**config.mk**
```make
export PLATFORM = sky130hd
export DESIGN_NAME = tiew_timer
export DESIGN_NICKNAME = d
export VERILOG_FILES = /design/src/rtl/tiew_pkg.sv /design/src/rtl/tiew_cmp_reg.sv /design/src/rtl/tiew_timer.sv
export VERILOG_INCLUDE_DIRS = /design/src /design/src/rtl
export SDC_FILE = /design/constraint.sdc
export NUM_CORES = 1
export LEC_CHECK = 0
export BUFFER_PORTS_ARGS = -buffer_cell sky130_fd_sc_hd__buf_2
export CORE_ASPECT_RATIO = 0.9
export CORE_MARGIN = 1.5
export CORE_UTILIZATION = 25
export DETAILED_ROUTE_END_ITERATION = 10
export PLACE_DENSITY = 0.49
export SLEW_MARGIN = 20
export SYNTH_ARGS = -nofsm -noshare
export SYNTH_HDL_FRONTEND = slang
export SYNTH_SLANG_ARGS = --single-unit
```
**constraint.sdc**
```tcl
create_clock -name clk_sys -period 2.5 [get_ports clk_sys]
set_clock_uncertainty 0.2 [all_clocks]
set_input_delay 0.125 -clock clk_sys [delete_from_list [all_inputs] [get_ports clk_sys]]
set_output_delay 0.125 -clock clk_sys [all_outputs]
set_load 0.005 [all_outputs]
```
**src/rtl/tiew_params.svh**
```systemverilog
`ifndef TIEW_PARAMS_SVH
`define TIEW_PARAMS_SVH

// counter, compare and capture width
`define TIEW_W          16

// start edge select encodings
`define TIEW_SES_STOP   2'h0
`define TIEW_SES_CMD    2'h1
`define TIEW_SES_RISE   2'h2
`define TIEW_SES_FALL   2'h3

// operating mode select encodings
`define TIEW_MODE_EVT   2'h0
`define TIEW_MODE_WIN   2'h1
`define TIEW_MODE_PWM   2'h2

// capture edge mode encodings
`define TIEW_CEM_DOUBLE 1'h0
`define TIEW_CEM_SINGLE 1'h1

// reset, reload and count step values
`define TIEW_CNT_RST    16'h0000
`define TIEW_CAP_RST    16'h0000
`define TIEW_CMP_RST    16'hffff
`define TIEW_BYTE_RST   8'h00
`define TIEW_CNT_HOLD   16'h0001
`define TIEW_CNT_STEP   16'h0001

`endif

```
**src/rtl/tiew_pkg.sv**
```systemverilog
`include "tiew_params.svh"

package tiew_pkg;

  typedef logic [`TIEW_W-1:0] tiew_word_t;

  typedef struct packed {
    logic       auto_capture_enable;
    logic [1:0] start_edge_select;
    logic       capture_edge_mode;
    logic [1:0] operating_mode_select;
  } tiew_ctrl_s;

  typedef enum logic [1:0] {
    TIEW_PW_IDLE,
    TIEW_PW_FIRST,
    TIEW_PW_SECOND,
    TIEW_PW_HOLD
  } tiew_pw_e;

  typedef struct packed {
    logic       pin_q;
    tiew_ctrl_s ctrl;
    tiew_pw_e   pw;
    tiew_word_t cnt;
    tiew_word_t cap;
    logic       irq;
  } tiew_state_s;

  typedef struct packed {
    logic [7:0] lo;
    logic [7:0] hi;
    logic       pending;
    tiew_word_t value;
  } tiew_cmp_s;

endpackage

```
**src/rtl/tiew_cmp_reg.sv**
```systemverilog
`include "tiew_params.svh"

module tiew_cmp_reg
  import tiew_pkg::*;
(
  // clock and reset
  input  wire logic       clk_sys,
  input  wire logic       rst_n,
  // byte writes
  input  wire logic       wr_lo,
  input  wire logic       wr_hi,
  input  wire logic [7:0] wdata,
  // counter source clock
  input  wire logic       src_tick,
  // active value
  output tiew_word_t      value
);

  tiew_cmp_s st;
  tiew_cmp_s next_st;

  // low byte alone only stages; high byte arms the load at next source tick
  always_comb begin
    next_st = st;
    if (st.pending && src_tick) begin
      next_st.value   = {st.hi, st.lo};
      next_st.pending = 1'b0;
    end
    if (wr_lo) begin
      next_st.lo = wdata;
    end
    if (wr_hi) begin
      next_st.hi      = wdata;
      next_st.pending = 1'b1;
    end
  end

  always_ff @(posedge clk_sys or negedge rst_n) begin
    if (!rst_n) begin
      st <= '{lo: `TIEW_BYTE_RST, hi: `TIEW_BYTE_RST, pending: 1'b0, value: `TIEW_CMP_RST};
    end else begin
      st <= next_st;
    end
  end

  assign value = st.value;

endmodule

```
**src/rtl/tiew_timer.sv**
```systemverilog
// Summary of operation
// - event mode counts on the selected pin edge, rising or falling
// - event and window modes: counter equal compare raises interrupt and clears
// - after clearing, event mode keeps counting on later selected edges
// - event mode checks the match only at the opposite pin edge
// - auto capture copies the counter into capture on every source tick while the timer runs in event or window mode
// - window mode counts source ticks while the window gate is open
// - window polarity selects counting while pin high or while pin low
// - pulse mode starts on the trigger edge then counts source ticks
// - capture edge mode one means single edge, zero means double edge
// - single edge: capture, interrupt, set counter to one at opposite edge, wait trigger
// - double edge: capture at opposite edge, again at trigger and clear
// - single edge holds counter at one until the next trigger edge
// - mode field: 00 event, 01 window, 10 pulse measurement
// - stop power mode entry clears start edge select to stop
// - auto capture acts only in event and window modes
`include "tiew_params.svh"

module tiew_timer
  import tiew_pkg::*;
(
  // clock and reset
  input  wire logic       clk_sys,
  input  wire logic       rst_n,
  // external input and source clock
  input  wire logic       timer_input_pin,
  input  wire logic       src_tick,
  input  wire logic       stop_mode_entry,
  // control register
  input  wire logic       ctrl_wr,
  input  tiew_ctrl_s      ctrl_wdata,
  output tiew_ctrl_s      timer_control_register,
  // compare register byte writes
  input  wire logic       cmp_wr_lo,
  input  wire logic       cmp_wr_hi,
  input  wire logic [7:0] cmp_wdata,
  output tiew_word_t      compare_a_register,
  // capture and status
  output tiew_word_t      capture_b_register,
  output tiew_word_t      counter_value,
  output logic            timer_match_interrupt
);

  tiew_state_s st;
  tiew_state_s next_st;
  tiew_word_t  cmp;
  logic        rise;
  logic        fall;
  logic        running;
  logic        trig;
  logic        opp;
  logic        gate;
  logic        cmp_hit;
  logic        single;

  ////////////////////////////////////////////////////////////////////////////////
  tiew_cmp_reg u_cmp (
    .clk_sys  (clk_sys),
    .rst_n    (rst_n),
    .wr_lo    (cmp_wr_lo),
    .wr_hi    (cmp_wr_hi),
    .wdata    (cmp_wdata),
    .src_tick (src_tick),
    .value    (cmp)
  );

  ////////////////////////////////////////////////////////////////////////////////
  assign rise    = timer_input_pin & ~st.pin_q;
  assign fall    = ~timer_input_pin & st.pin_q;
  assign running = (st.ctrl.start_edge_select == `TIEW_SES_RISE) ||
                   (st.ctrl.start_edge_select == `TIEW_SES_FALL);
  assign trig    = (st.ctrl.start_edge_select == `TIEW_SES_RISE) ? rise : fall;
  assign opp     = (st.ctrl.start_edge_select == `TIEW_SES_RISE) ? fall : rise;
  assign gate    = (st.ctrl.start_edge_select == `TIEW_SES_RISE) ?
                   timer_input_pin : ~timer_input_pin;
  assign cmp_hit = (st.cnt == cmp);
  assign single  = (st.ctrl.capture_edge_mode == `TIEW_CEM_SINGLE);

  always_comb begin
    next_st       = st;
    next_st.pin_q = timer_input_pin;
    next_st.irq   = 1'b0;
    if (ctrl_wr) begin
      next_st.ctrl = ctrl_wdata;
    end
    if (stop_mode_entry) begin
      next_st.ctrl.start_edge_select = `TIEW_SES_STOP;
    end
    if (!running) begin
      next_st.cnt = `TIEW_CNT_RST;
      next_st.pw  = TIEW_PW_IDLE;
    end else begin
      unique case (st.ctrl.operating_mode_select)
        `TIEW_MODE_EVT: begin
          if (trig) begin
            next_st.cnt = st.cnt + `TIEW_CNT_STEP;
          end else if (opp && cmp_hit) begin
            next_st.irq = 1'b1;
            next_st.cnt = `TIEW_CNT_RST;
          end
        end
        `TIEW_MODE_WIN: begin
          if (src_tick && gate) begin
            if (cmp_hit) begin
              next_st.irq = 1'b1;
              next_st.cnt = `TIEW_CNT_RST;
            end else begin
              next_st.cnt = st.cnt + `TIEW_CNT_STEP;
            end
          end
        end
        `TIEW_MODE_PWM: begin
          unique case (st.pw)
            TIEW_PW_IDLE: begin
              if (trig) begin
                next_st.pw  = TIEW_PW_FIRST;
                next_st.cnt = `TIEW_CNT_RST;
              end
            end
            TIEW_PW_FIRST: begin
              if (opp) begin
                next_st.cap = st.cnt;
                next_st.irq = 1'b1;
                if (single) begin
                  next_st.cnt = `TIEW_CNT_HOLD;
                  next_st.pw  = TIEW_PW_HOLD;
                end else begin
                  next_st.pw  = TIEW_PW_SECOND;
                  if (src_tick) begin
                    next_st.cnt = st.cnt + `TIEW_CNT_STEP;
                  end
                end
              end else if (src_tick) begin
                next_st.cnt = st.cnt + `TIEW_CNT_STEP;
              end
            end
            TIEW_PW_SECOND: begin
              if (trig) begin
                next_st.cap = st.cnt;
                next_st.irq = 1'b1;
                next_st.cnt = `TIEW_CNT_RST;
                next_st.pw  = TIEW_PW_FIRST;
              end else if (src_tick) begin
                next_st.cnt = st.cnt + `TIEW_CNT_STEP;
              end
            end
            TIEW_PW_HOLD: begin
              if (trig) begin
                next_st.pw = TIEW_PW_FIRST;
              end
            end
          endcase
        end
        default: begin
          next_st.cnt = st.cnt;
        end
      endcase
      if (st.ctrl.auto_capture_enable && src_tick &&
          ((st.ctrl.operating_mode_select == `TIEW_MODE_EVT) ||
           (st.ctrl.operating_mode_select == `TIEW_MODE_WIN))) begin
        next_st.cap = st.cnt;
      end
    end
  end

  always_ff @(posedge clk_sys or negedge rst_n) begin
    if (!rst_n) begin
      st <= '{pin_q: 1'b0,
              ctrl:  '{auto_capture_enable: 1'b0, start_edge_select: `TIEW_SES_STOP,
                       capture_edge_mode: `TIEW_CEM_DOUBLE,
                       operating_mode_select: `TIEW_MODE_EVT},
              pw:    TIEW_PW_IDLE,
              cnt:   `TIEW_CNT_RST,
              cap:   `TIEW_CAP_RST,
              irq:   1'b0};
    end else begin
      st <= next_st;
    end
  end

  assign timer_control_register = st.ctrl;
  assign compare_a_register     = cmp;
  assign capture_b_register     = st.cap;
  assign counter_value          = st.cnt;
  assign timer_match_interrupt  = st.irq;

  ////////////////////////////////////////////////////////////////////////////////
  logic evt_on;
  logic win_on;
  logic pwm_on;
  assign evt_on = running && (st.ctrl.operating_mode_select == `TIEW_MODE_EVT);
  assign win_on = running && (st.ctrl.operating_mode_select == `TIEW_MODE_WIN);
  assign pwm_on = running && (st.ctrl.operating_mode_select == `TIEW_MODE_PWM);

  property p_evt_inc;
    @(posedge clk_sys) disable iff (!rst_n)
    (evt_on && trig) |=> (st.cnt == $past(st.cnt) + `TIEW_CNT_STEP) && !st.irq;
  endproperty
  a_evt_inc: assert property (p_evt_inc) else $error("event count step wrong");

  property p_evt_match;
    @(posedge clk_sys) disable iff (!rst_n)
    (evt_on && opp && cmp_hit) |=> st.irq && (st.cnt == `TIEW_CNT_RST);
  endproperty
  a_evt_match: assert property (p_evt_match) else $error("event match missed");

  property p_evt_no_early;
    @(posedge clk_sys) disable iff (!rst_n)
    (evt_on && !opp) |=> !st.irq;
  endproperty
  a_evt_no_early: assert property (p_evt_no_early) else $error("event irq off edge");

  property p_win_gate;
    @(posedge clk_sys) disable iff (!rst_n)
    (win_on && !(src_tick && gate)) |=> (st.cnt == $past(st.cnt)) && !st.irq;
  endproperty
  a_win_gate: assert property (p_win_gate) else $error("window counted while closed");

  property p_win_match;
    @(posedge clk_sys) disable iff (!rst_n)
    (win_on && src_tick && gate && cmp_hit) |=> st.irq && (st.cnt == `TIEW_CNT_RST);
  endproperty
  a_win_match: assert property (p_win_match) else $error("window match missed");

  property p_acap;
    @(posedge clk_sys) disable iff (!rst_n)
    ((evt_on || win_on) && st.ctrl.auto_capture_enable && src_tick)
      |=> st.cap == $past(st.cnt);
  endproperty
  a_acap: assert property (p_acap) else $error("auto capture missed");

  property p_single;
    @(posedge clk_sys) disable iff (!rst_n)
    (pwm_on && st.pw == TIEW_PW_FIRST && opp && single)
      |=> st.irq && (st.cap == $past(st.cnt)) && (st.cnt == `TIEW_CNT_HOLD);
  endproperty
  a_single: assert property (p_single) else $error("single edge capture wrong");

  property p_hold;
    @(posedge clk_sys) disable iff (!rst_n)
    (pwm_on && st.pw == TIEW_PW_HOLD && !trig) |=> st.cnt == `TIEW_CNT_HOLD;
  endproperty
  a_hold: assert property (p_hold) else $error("hold value lost");

  property p_double;
    @(posedge clk_sys) disable iff (!rst_n)
    (pwm_on && st.pw == TIEW_PW_SECOND && trig)
      |=> st.irq && (st.cap == $past(st.cnt)) && (st.cnt == `TIEW_CNT_RST);
  endproperty
  a_double: assert property (p_double) else $error("double edge period wrong");

  property p_stop;
    @(posedge clk_sys) disable iff (!rst_n)
    stop_mode_entry |=> (st.ctrl.start_edge_select == `TIEW_SES_STOP) ##1
                        (st.cnt == `TIEW_CNT_RST);
  endproperty
  a_stop: assert property (p_stop) else $error("stop entry did not halt");

  c_evt_match: cover property (@(posedge clk_sys) disable iff (!rst_n) evt_on && st.irq);
  c_win_match: cover property (@(posedge clk_sys) disable iff (!rst_n) win_on && st.irq);
  c_single:    cover property (@(posedge clk_sys) disable iff (!rst_n)
                               pwm_on && single && st.pw == TIEW_PW_HOLD ##1 trig);
  c_double:    cover property (@(posedge clk_sys) disable iff (!rst_n)
                               pwm_on && st.pw == TIEW_PW_SECOND && trig);

endmodule

```
# ---- Yosys cells after proc, flatten, opt, wreduce, memory -nomap -nowiden
# Index checks and enable logic that the tools add are counted.
dict set report totals {
  reg_bits 75
  latchBits 0
  ramBits 0
  romBits 0
  output_inout_bits 55
  word_cells 88
  n_memories 0
}
dict set report classes {
  add_sub_neg 1
  mul 0
  div_mod_pow 0
  n_lt_le_gt_ge 0
  eq_ne 19
  n_shift 0
  n_mux 34
  bitwise 4
  reduce_logical 17
}
# op count
set op_table {}
lappend op_table {{two-way mux 16 bit} 9}
lappend op_table {{case mux 16 bit (3 select lines)} 2}
lappend op_table {{two-way mux 17 bit} 4}
lappend op_table {{two-way mux 18 bit} 2}
lappend op_table {{case mux 17 bit (2 select lines)} 1}
lappend op_table {{adder 16 x 1 -> 16 bit, second input constant} 1}
lappend op_table {{equality test 16 bit} 1}
lappend op_table {{!= test 3 bit, second input constant} 5}
lappend op_table {{equality test 2 bit, second input constant} 5}
lappend op_table {{AND reduction 5 bit} 2}
lappend op_table {{two-way mux 1 bit} 9}
lappend op_table {{two-way mux 2 bit} 4}
lappend op_table {{!= test 4 bit, second input constant} 2}
lappend op_table {{case mux 2 bit (3 select lines)} 1}
lappend op_table {{nonzero test 2 bit} 3}
lappend op_table {{logical AND 1 bit} 5}
lappend op_table {{two-way mux 5 bit} 1}
lappend op_table {{!= test 5 x 2 -> 1 bit, second input constant} 1}
lappend op_table {{equality test 2 x 1 -> 1 bit, second input constant} 2}
lappend op_table {{logical NOT 2 bit} 2}
lappend op_table {{!= test 4 x 1 -> 1 bit, second input constant} 1}
lappend op_table {{AND reduction 4 bit} 1}
lappend op_table {{!= test 3 x 2 -> 1 bit, second input constant} 1}
lappend op_table {{case mux 1 bit (3 select lines)} 1}
lappend op_table {{6 further kinds} 9}

# ---- Logic depth before layout (Yosys ltp)
# Gate-level depths: netlist of run 1.
dict set report depth {
  word_depth 8
  depth_mapped 9
}

# ---- Cells and area by module
# Synthesis of run 1 repeated with hierarchy kept, for this count alone.
dict set report hier_totals {
  hier_cells 507
  area_unflattened_um2 5024.8
}
# mod instances cells_per_inst area_each_um2
set modules_own_cells {}
lappend modules_own_cells {tiew_timer 1 420 3607.2}
lappend modules_own_cells {tiew_cmp_reg 1 87 1417.6}

# ---- Worst setup path after synthesis of run 1
# Ideal clock, no wire load.
dict set report synth_path {
  path_kind {register -> register}
  start {register st, in the netlist timer_control_register[3]}
  end {register st, in the netlist counter_value[13]}
  setup_time_ns 0.126
  t_arrival_ns 2.113
  t_required_ns 2.174
  setup_slack_ns 0.061
  path_stages_with_launch 9
  synth_period_minus_slack_ns 2.439
  path_cell_list {dfrtp_1 > and2b_4 > buf_4 > mux2_1 > o21ai_2 > a21oi_1 > o2111ai_1 > a21oi_1 > a221o_1}
}
dict set report synth_via {
  elab_chain_cells 6
  word_cells_on_any_way 20
  cone_classes {eq/ne (7); mux (9); reduce/logical (4)}
}
# element line
set synth_lines {}
lappend synth_lines {{from (decl)} tiew_timer.sv:44} ;# tiew_state_s st;
lappend synth_lines {{from (signal assigned)} tiew_timer.sv:168} ;# st <= '{pin_q: 1'b0,
lappend synth_lines {{from (signal assigned)} tiew_timer.sv:177} ;# st <= next_st;
lappend synth_lines {{equality test 2 bit (no source line)} -}
lappend synth_lines {{two-way mux 1 bit (on tied branches)} {tiew_timer.sv:72, tiew_timer.sv:73}}
lappend synth_lines {{two-way mux 16 bit (on tied branches)} {tiew_timer.sv:138, tiew_timer.sv:121}}
lappend synth_lines {{case mux 16 bit (3 select lines)} tiew_timer.sv:113} ;# unique case (st.pw)
lappend synth_lines {{case mux 16 bit (3 select lines)} tiew_timer.sv:93} ;# unique case (st.ctrl.operating_mode_select)
lappend synth_lines {{two-way mux 18 bit} tiew_timer.sv:89} ;# if (!running) begin
# Parallel ways exist; a longest one is shown, timed or not.
# A chain may end at the register's enable or synchronous reset.

# ---- Worst setup path in the final report of run 1
dict set report layout_path {
  start {register u_cmp.st, in the netlist u_cmp.value[8]}
  end {register st, in the netlist counter_value[11]}
}
dict set report layout_via {
  elab_chain_cells 5
  word_cells_on_any_way 8
  cone_classes {eq/ne (2); mux (4); reduce/logical (2)}
}
# element line
set layout_lines {}
lappend layout_lines {{from (decl)} tiew_cmp_reg.sv:19} ;# tiew_cmp_s st;
lappend layout_lines {{from (signal assigned)} tiew_cmp_reg.sv:40} ;# st <= '{lo: `TIEW_BYTE_RST, hi: `TIEW_BYTE_RST, pending: 1'b0, value: `TIEW_CMP_RST};
lappend layout_lines {{from (signal assigned)} tiew_cmp_reg.sv:42} ;# st <= next_st;
lappend layout_lines {{equality test 16 bit (*)} tiew_timer.sv:76} ;# assign cmp_hit = (st.cnt == cmp);
lappend layout_lines {{two-way mux 16 bit} tiew_timer.sv:104} ;# if (cmp_hit) begin
lappend layout_lines {{two-way mux 16 bit} tiew_timer.sv:103} ;# if (src_tick && gate) begin
lappend layout_lines {{case mux 16 bit (3 select lines)} tiew_timer.sv:93}
lappend layout_lines {{two-way mux 18 bit} tiew_timer.sv:89}
# Every way passes the cells marked *; elsewhere a longest branch is shown, timed or not. The select of a mux whose other input is x is not followed.

==> results of run 1 <==
==> sequential cells by signal, indices dropped and copies added, names as in the netlist <==
register and flops:
capture_b_register 16, counter_value 16, single 1, timer_match_interrupt 1, st 3, u_cmp.st 17, timer_control_register 5, u_cmp.value 16
==> logic make-up (layout without fill, tap and decap cells) <==
logic type      count (synthesis)  in the layout  synth area share
simple gates                  113            113             0.129
compound gates                111            111             0.175
buf+inv                       100            230             0.134
flops                          75             75             0.409
mux                            39             39            0.0961
xor+xnor                       17             17            0.0321
fa+ha+maj                       9              9            0.0243
==> worst paths after layout <==
kind	startpoint	end	slack, ns	cells past startpoint
worst max register to register	u_cmp.value[8]	counter_value[11]	0.03	9
max in group asynchronous	rst_n	u_cmp.value[13]	1.07	3
worst min-delay path	cmp_wr_lo	u_cmp.st[29]	0.02	2
min in group asynchronous	rst_n	capture_b_register[0]	0.27	2
worst max-delay path	u_cmp.value[8]	counter_value[11]	0.03	9
worst min register to register	u_cmp.st[16]	u_cmp.st[16]	0.28	1
==> placed cells by master, fill, tap and decap left out, types with 3 or more instances in the layout <==
master / instances
buf_4: 80
buf_2: 74
dfrtp_1: 58
mux2_2: 33
o21ai_0: 29
nand3_1: 28
nand2_1: 27
dlygate4sd3_1: 26
inv_1: 23
nor2_1: 23
dfstp_2: 16
xor2_1: 11
a21oi_1: 10
clkbuf_16: 9
xor2_2: 6
o21ai_1: 6
nor3_1: 5
and3_1: 5
a221o_1: 5
o211ai_1: 5
buf_6: 5
mux2i_1: 4
a21oi_2: 4
o221ai_1: 4
a31oi_1: 4
ha_1: 4
inv_6: 4
o22ai_1: 3
nor4_2: 3
a32oi_1: 3
nand4_1: 3
a41oi_2: 3
ha_4: 3
buf_12: 3
==> cell usage after synthesis, types with 9 or more instances <==
master / instances
clkbuf_1: 9
a21oi_1: 14
nand3_1: 28
o21ai_0: 29
inv_1: 24
xor2_1: 17
mux2_2: 33
buf_4: 55
nand2_1: 27
nor2_1: 24
ha_1: 9
dfrtp_1: 59
dfstp_2: 16
==> layout make-up <==
class                           instances  area (µm²)
Timing Repair Buffer                  189        1360
Multi-Input combinational cell        289        2350
Inverter                               25        93.8
Tap cell                              245         307
Fill cell                            1882       12000
Clock buffer                           11         243
Clock inverter                          5        42.5
Sequential cell                        75        1900
==> routing by layer <==
layer	track usage	vias up
li1	-	1857
met1	0.212	1902
met2	0.210	118
met3	0.0322	10
met4	0.0258	0
met5	0	-
==> power by group <==
| group | switching (mW) | internal (mW) |
|---|---|---|
| Clock | 0.548 | 0.714 |
| Combinational | 0.408 | 0.454 |
| Sequential | 0.122 | 1.43 |
| Total | 1.08 | 2.60 |
==> worst max-delay path, delay by kind of cell (launching register included) <==
kind            cells  cell delay [ns]
compound gates      4             0.65
flops               1             0.57
buf+inv             3             0.51
xor+xnor            1             0.08
simple gates        1             0.34
==> through the flow <==
step / hold slack (ns) / TNS (ns) / cells
global placement: 0.104 / -0.137 / 779
global route: 0.0272 / -0.407 / 839
finish: 0.0220 / 0 / 839
floorplan: -0.371 / 0 / 464
detailed placement: 0.0988 / -0.384 / 779
CTS: 0.0237 / -0.0157 / 825
==> what timing repair did <==
item                                   in CTS  in global routing
gates resized for setup                    10                 33
buffers inserted                            4                 14
setup endpoints to repair                  13                 28
hold buffers                               26                  0
endpoints found under the hold margin      83                  0
pin swaps                                   4                 16
==> flow_metrics.tcl, run 1 <==
set metrics [dict create \
    status "completed" \
    portBuffers 76 \
    routed_wl_um 13300 \
    power_density_nw_per_um2 585 \
    initial_core_util 0.254 \
    cp.required_ns 2.52 \
    period_needed_ns 2.47 \
    path_common_cell "buf_4" \
    path_cells "xor2_2, nor4_2, buf_4, a41oi_4, buf_4, o2111ai_2, buf_6, a21oi_1, a221o_1" \
    cts_buffer_depth 2 \
    synth_fp_nets 495 \
    overflow 0 \
    hold_class "input pin to flop" \
    clock_latency_ns 0.34 \
    cts.htree.levels 3 \
    diodes 0 \
    clk_pin_slew_ns 0.06 \
    syn_area_um2 4640 \
    cts_made_buffers 9 \
    total_power_mw 3.68 \
    fin_area_um2 6290 \
    fmax_ghz 0.404 \
    drt-initial-drc-count 246 \
    antenna_found_initial 0 \
    rows 47 \
    cp-end-kind "flop" \
    vias 3887 \
    top_layer "met4" \
    synth_top_area_frac 0.318 \
    finalSetupViolCount 0 \
    m1WireLength_um 6710 \
    die_w_um 147 \
    criticalPathCategory "flop to flop" \
    syn_area_per_cell_um2 9.99 \
    area_delta_synth_final_pct 35.6 \
    slowest_delay_ns 0.57 \
    ys_seq_area_frac 0.409 \
    finalHoldViolCount 0 \
    rsz0062_at_grt "true" \
    die_area_um2 19400 \
    cts_sinks 75 \
    dp_slack_ns -0.141 \
    synthArstFlopShare 1.00 \
    wl_met3_um 765 \
    ant_nets 0 \
    tightest_slew_ns 0.970 \
    synth_cells 464 \
    ys_ff_latch 75 \
    track_usage 0.142 \
    slew_viol_final 0 \
    drv_cap 0 \
    slew_headroom 0.354 \
    setup_ws_ns 0.0256 \
    wl_per_cell_um 15.8 \
    synth_area_leader_cell "dfrtp_1" \
    critPathArrivalTime_ns 2.50 \
    die_h_um 132 \
    synthDistinctLibCells 68 \
    p_leak_nw 2.76 \
    synth.area.top_cells "dfrtp_1 32%, dfstp_2 9.1%, buf_4 8.9%" \
    final_nets 620 \
    grt_pass1_vias 3922 \
    placed_area_um2 5350 \
    ir_drop_v 0.000338 \
    final_core_util 0.344 \
    tritoncts "built" \
    timing.final.crit_share 0.990 \
    viasPerCell 4.63 \
    start_kind "flop" \
    root_buffer "clkbuf_16" \
    crit_path_top_delay_cell "dfstp_2" \
    synth_warnings 0 \
    core_um2 18300 \
    synth_ff_type "dfrtp_1" \
    hpwl_um 9770 \
    drive_gt1_frac 0.471 \
    path_max_fanout 5 \
    dr.pass1.iters 4 \
    met2WireLength_um 5670 \
    grt_pass1_wl_um 21600 \
    drc 0 \
    gp_congestion 0.846 \
    grt_max_degree 74 \
    ios 77 \
    synth-edff-count 0 \
]
(Power assumes the default switching activity.)
==> run 2: changes to the inputs <==
--- a/config.mk
+++ b/config.mk
@@ -11,7 +11,7 @@
 export CORE_MARGIN = 1.5
 export CORE_UTILIZATION = 25
 export DETAILED_ROUTE_END_ITERATION = 10
-export PLACE_DENSITY = 0.49
+export PLACE_DENSITY = 0.48
 export SLEW_MARGIN = 20
 export SYNTH_ARGS = -nofsm -noshare
 export SYNTH_HDL_FRONTEND = slang
==> constraint.sdc (replaced) <==
create_clock -name clk_sys -period 2.6 [get_ports clk_sys]
set_clock_uncertainty 0.2 [all_clocks]
set_input_delay 0.13 -clock clk_sys [delete_from_list [all_inputs] [get_ports clk_sys]]
set_output_delay 0.13 -clock clk_sys [all_outputs]
set_load 0.005 [all_outputs]
==> flow_metrics.tcl, run 2 (synthesis gave the netlist of run 1 again) <==
set metrics [dict create \
    status "completed" \
    r2r_slack_ns 0.05 \
    timing.final.crit_share 0.981 \
    hpwl_um 9560 \
    setup_ws_ns 0.0486 \
    tritoncts "built" \
    slew_headroom 0.525 \
    rr_startpoint "u_cmp.value[15]" \
    antenna_found_initial 1 \
    finalSetupViolCount 0 \
    cp.required_ns 2.64 \
    fin_area_um2 6120 \
    slowest_delay_ns 0.56 \
    dp_slack_ns -0.107 \
    worstReg2RegEnd "counter_value[5]" \
    track_usage 0.141 \
    final_nets 599 \
    drv_cap 0 \
    gp_congestion 0.837 \
    clock_latency_ns 0.35 \
    layout.cells.most_common_list "75 x buf_2, 63 x buf_4, 58 x dfrtp_1" \
    power_density_nw_per_um2 585 \
    rows 47 \
    cp-end-kind "flop" \
    ios 77 \
    drc 0 \
    die_area_um2 19400 \
    holdWs_ns 0.00601 \
    vias 3828 \
    die_w_um 147 \
    fin_cells 818 \
    dp_cells 758 \
    fmax_ghz 0.392 \
    root_buffer "clkbuf_16" \
    ir_drop_v 0.000398 \
    regMostFlops "u_cmp.st" \
    dr.pass1.iters 4 \
    path_buf_inv 2 \
    ant_nets 0 \
    tightest_slew_ns 0.711 \
    grt_pass1_wl_um 21200 \
    period_needed_ns 2.55 \
    rsz0062_at_grt "true" \
    min_from "ctrl_wr" \
    overflow 0 \
    area_delta_synth_final_pct 32.0 \
    criticalPathCategory "flop to flop" \
    cts_sinks 75 \
    die_h_um 132 \
    placed_area_um2 5180 \
    grt_max_degree 76 \
    hold_class "input pin to flop" \
    holdPathStages 2 \
    cp_top_family "compound AO/OA/AOI/OAI gates" \
    slew_viol_final 0 \
    drive_gt1_frac 0.454 \
    diodes 0 \
    critPathArrivalTime_ns 2.59 \
    cts.htree.levels 3 \
    start_kind "flop" \
    path_max_fanout 6 \
    path_cells "xor2_2, nor4_2, buf_4, a41oi_4, a21oi_4, a2111oi_4, buf_6, a21oi_1, a31oi_2" \
    grt_pass1_vias 3750 \
    drt-initial-drc-count 196 \
    crit_path_top_delay_cell "dfstp_2" \
    portBuffers 76 \
    routed_wl_um 13300 \
    hold_path_end "timer_control_register[5]" \
    clk_pin_slew_ns 0.07 \
    core_um2 18300 \
    final_common_cell "buf_2" \
    initial_core_util 0.254 \
    cts_made_buffers 9 \
    largest_reg_flops 17 \
    finalHoldViolCount 0 \
    p_leak_nw 2.66 \
    total_power_mw 3.58 \
    r2r_cells 9 \
    cts_buffer_depth 2 \
    viasPerCell 4.68 \
    wl_per_cell_um 16.3 \
]
[run 2: changes by cell type in the layout (fill, tap and decap cells not counted), moves of 3 or more]
cell / before / now
inv_8: 0 / 3
buf_4: 80 / 63
buf_6: 5 / 2
xor2_2: 6 / 9
xor2_1: 11 / 8
[run 2: per-stage QoR]
step | TNS [ns] | utilization
3_5_place_dp | -0.159 | 0.283
5_1_grt | -0.250 | 0.335
6_report | 0 | 0.335
3_3_place_gp | -0.132 | 0.283
4_1_cts | 0 | 0.317
2_1_floorplan | 0 | -
[run 2: area by class of cell]
type | instances | area, µm²
sequential | 75 | 1900
fill | 1877 | 12200
tap | 245 | 307
timing repair buffer | 167 | 1160
clock buffer | 9 | 225
multi-input combinational | 290 | 2360
inverter | 25 | 96.3
clock inverter | 7 | 76.3
[run 2: per-layer routing]
metal	up-vias	GRT usage	wire length, µm
li1	1826	-	-
met1	1884	0.202	6530
met2	101	0.195	5750
met3	15	0.0522	887
met4	2	0.0393	154
met5	-	0	10
[run 2: worst max path at each step]
stage                     slack, ns           endpoint  cells after the start                      start
after detailed placement      -0.11   counter_value[5]                      9  timer_control_register[0]
final                          0.05   counter_value[5]                      9            u_cmp.value[15]
after global placement        -0.12   counter_value[5]                      9  timer_control_register[0]
after global routing          -0.07   counter_value[5]                      9  timer_control_register[4]
after CTS                     0.003   counter_value[5]                      9  timer_control_register[0]
after floorplan                0.16  counter_value[13]                      8  timer_control_register[3]
[run 2: timing repair]
| item | in CTS | in global routing |
|---|---|---|
| hold buffers | 25 | 0 |
| endpoints found under the setup margin | 5 | 16 |
| setup buffers | 2 | 15 |
| cloned | 0 | 1 |
| hold endpoints to repair | 83 | 0 |
| pin swaps | 4 | 16 |
| resized for setup | 9 | 37 |
[run 2: power breakdown]
group	switching, mW	total [mW]	internal [mW]
clock	0.597	1.28	0.686
combinational	0.391	0.798	0.407
sequential	0.127	1.50	1.38
[run 2: worst reg2reg max path, cell delays in order, from the launching register on]
cell       delay (ns)
dfstp_2          0.56
xor2_2           0.18
nor4_2           0.08
buf_4            0.14
a41oi_4          0.31
a21oi_4          0.11
a2111oi_4        0.38
buf_6            0.17
a21oi_1          0.08
a31oi_2          0.25
==> run 3: changes to the inputs <==
--- a/config.mk
+++ b/config.mk
@@ -12,7 +12,7 @@
 export CORE_UTILIZATION = 25
 export DETAILED_ROUTE_END_ITERATION = 10
 export PLACE_DENSITY = 0.48
-export SLEW_MARGIN = 20
+export SLEW_MARGIN = 15
 export SYNTH_ARGS = -nofsm -noshare
 export SYNTH_HDL_FRONTEND = slang
 export SYNTH_SLANG_ARGS = --single-unit
==> constraint.sdc (replaced) <==
create_clock -name clk_sys -period 3 [get_ports clk_sys]
set_clock_uncertainty 0.2 [all_clocks]
set_input_delay 0.15 -clock clk_sys [delete_from_list [all_inputs] [get_ports clk_sys]]
set_output_delay 0.15 -clock clk_sys [all_outputs]
set_load 0.005 [all_outputs]
==> flow_metrics.tcl, run 3 (synthesis gave the netlist of run 1 again) <==
set metrics [dict create \
    initial_core_util 0.254 \
    critPathArrivalTime_ns 2.90 \
    drc 0 \
    seqPwrFrac 0.422 \
    cts_buffer_depth 2 \
    final_nets 546 \
    final_common_cell "buf_2" \
    cts.htree.levels 3 \
    tritoncts "built" \
    gp_congestion 0.852 \
    dr.pass1.iters 4 \
    placed_area_um2 4910 \
    viasPerCell 4.74 \
    ir_drop_v 0.000308 \
    routed_wl_um 12600 \
    power_frac_clock 0.395 \
    drv_cap 0 \
    drt-initial-drc-count 288 \
    path_max_fanout 10 \
    drive_gt1_frac 0.348 \
    grt_max_degree 76 \
    diodes 0 \
    p_leak_nw 2.38 \
    cts_sinks 75 \
    cts_made_buffers 9 \
    portBuffers 76 \
    path_buf_inv 0 \
    vias 3625 \
    slew_headroom 0.340 \
    core_um2 18300 \
    hold_class "input pin to flop" \
    track_usage 0.134 \
    fin_tns_setup_ns 0 \
    rsz0062_at_grt "false" \
    root_buffer "clkbuf_16" \
    wl_per_cell_um 16.5 \
    finalSetupViolCount 0 \
    die_h_um 132 \
    status "completed" \
    pwr-share-comb 0.183 \
    antenna_found_initial 1 \
    ios 77 \
    tightest_slew_ns 0.990 \
    finalHoldViolCount 0 \
    ant_nets 0 \
    path_cells "xor2_1, nor4_2, and4_1, a21oi_4, o21ai_4, o21ai_1, a221o_1" \
    internal_power_mw 2.22 \
    fin_area_um2 5490 \
    clk_pin_slew_ns 0.06 \
    die_area_um2 19400 \
    fillCellCount 1949 \
    power_density_nw_per_um2 561 \
    hpwl_um 9220 \
    slowest_delay_ns 0.53 \
    rows 47 \
    criticalPathCategory "flop to flop" \
    timing.final.crit_share 0.955 \
    slew_viol_final 0 \
    layout.cells.most_common_list "75 x buf_2, 59 x dfrtp_1, 33 x mux2_2" \
    regMostFlops "u_cmp.st" \
    grt_pass1_wl_um 20300 \
    largest_reg_flops 17 \
    start_kind "flop" \
    cp-end-kind "flop" \
    cp_top_family "compound AO/OA/AOI/OAI gates" \
    grt_pass1_vias 3639 \
    netSwitchingPower_mw 0.856 \
    overflow 0 \
    cp.required_ns 3.03 \
    area_delta_synth_final_pct 18.4 \
    swShare 0.278 \
    clock_latency_ns 0.35 \
    die_w_um 147 \
    period_needed_ns 2.87 \
    crit_path_top_delay_cell "dfrtp_1" \
    fmax_ghz 0.349 \
]
-- run 3: cell count changes in the layout (fill, tap and decap cells not counted), moves of 3 or more --
cell / before / now
xor2_2: 9 / 0
ha_4: 4 / 0
ha_1: 3 / 9
inv_8: 3 / 0
inv_1: 21 / 24
buf_4: 63 / 17
xor2_1: 8 / 17
-- run 3: final timing paths --
check | startpoint | slack, ns | to | cells after the start
setup / recovery | counter_value[9] | 0.13 | counter_value[10] | 7
hold / removal | ctrl_wr | 0.03 | timer_control_register[5] | 2
setup reg to reg | counter_value[9] | 0.13 | counter_value[10] | 7
hold reg to reg | u_cmp.st[16] | 0.28 | u_cmp.st[16] | 1
max in group asynchronous | rst_n | 1.64 | capture_b_register[3] | 2
min in group asynchronous | rst_n | 0.30 | u_cmp.st[21] | 2
-- run 3: stage by stage --
step                std cells  utilization  hold slack, ns  setup WS [ns]  power [mW]
CTS                       763        0.299          0.0234         0.0308        3.13
global route              765        0.300          0.0476         0.0185        3.26
detailed placement        724        0.268           0.126         0.0438        1.87
finish                    765        0.300          0.0279          0.134        3.08
floorplan                 464            -          -0.346          0.561        1.77
global placement          724        0.268           0.128          0.121        1.85
-- run 3: repair_timing --
| action | in CTS | in global routing |
|---|---|---|
| hold buffers | 23 | 0 |
| setup buffers | 0 | 2 |
| endpoints found under the setup margin | 0 | 6 |
| resized for setup | 0 | 1 |
| endpoints found under the hold margin | 83 | 0 |
-- run 3: routing by layer --
layer  GRT usage  up-vias  share of wire
met5           0        -        0.00079
met1       0.187     1756           0.48
met4      0.0359        2         0.0078
met2       0.203      135           0.44
li1            -     1719              -
met3      0.0388       13          0.073
-- run 3: power groups by stage --
stage / Sequential [mW] / Clock, mW / Combinational [mW]
floorplan: 1.28 / 0 / 0.492
global placement: 1.32 / 0 / 0.536
detailed placement: 1.32 / 0 / 0.543
CTS: 1.31 / 1.26 / 0.571
global route: 1.33 / 1.30 / 0.631
finish: 1.30 / 1.21 / 0.565
-- run 3: layout make-up --
| type | count | area, µm² | share of cell area |
|---|---|---|---|
| sequential | 75 | 1900 | 0.345 |
| tap | 245 | 307 | 0.0558 |
| clock inverter | 6 | 95.1 | 0.0173 |
| multi-input combinational | 289 | 2130 | 0.387 |
| inverter | 25 | 93.8 | 0.0171 |
| clock buffer | 10 | 239 | 0.0435 |
| timing repair buffer | 115 | 733 | 0.134 |
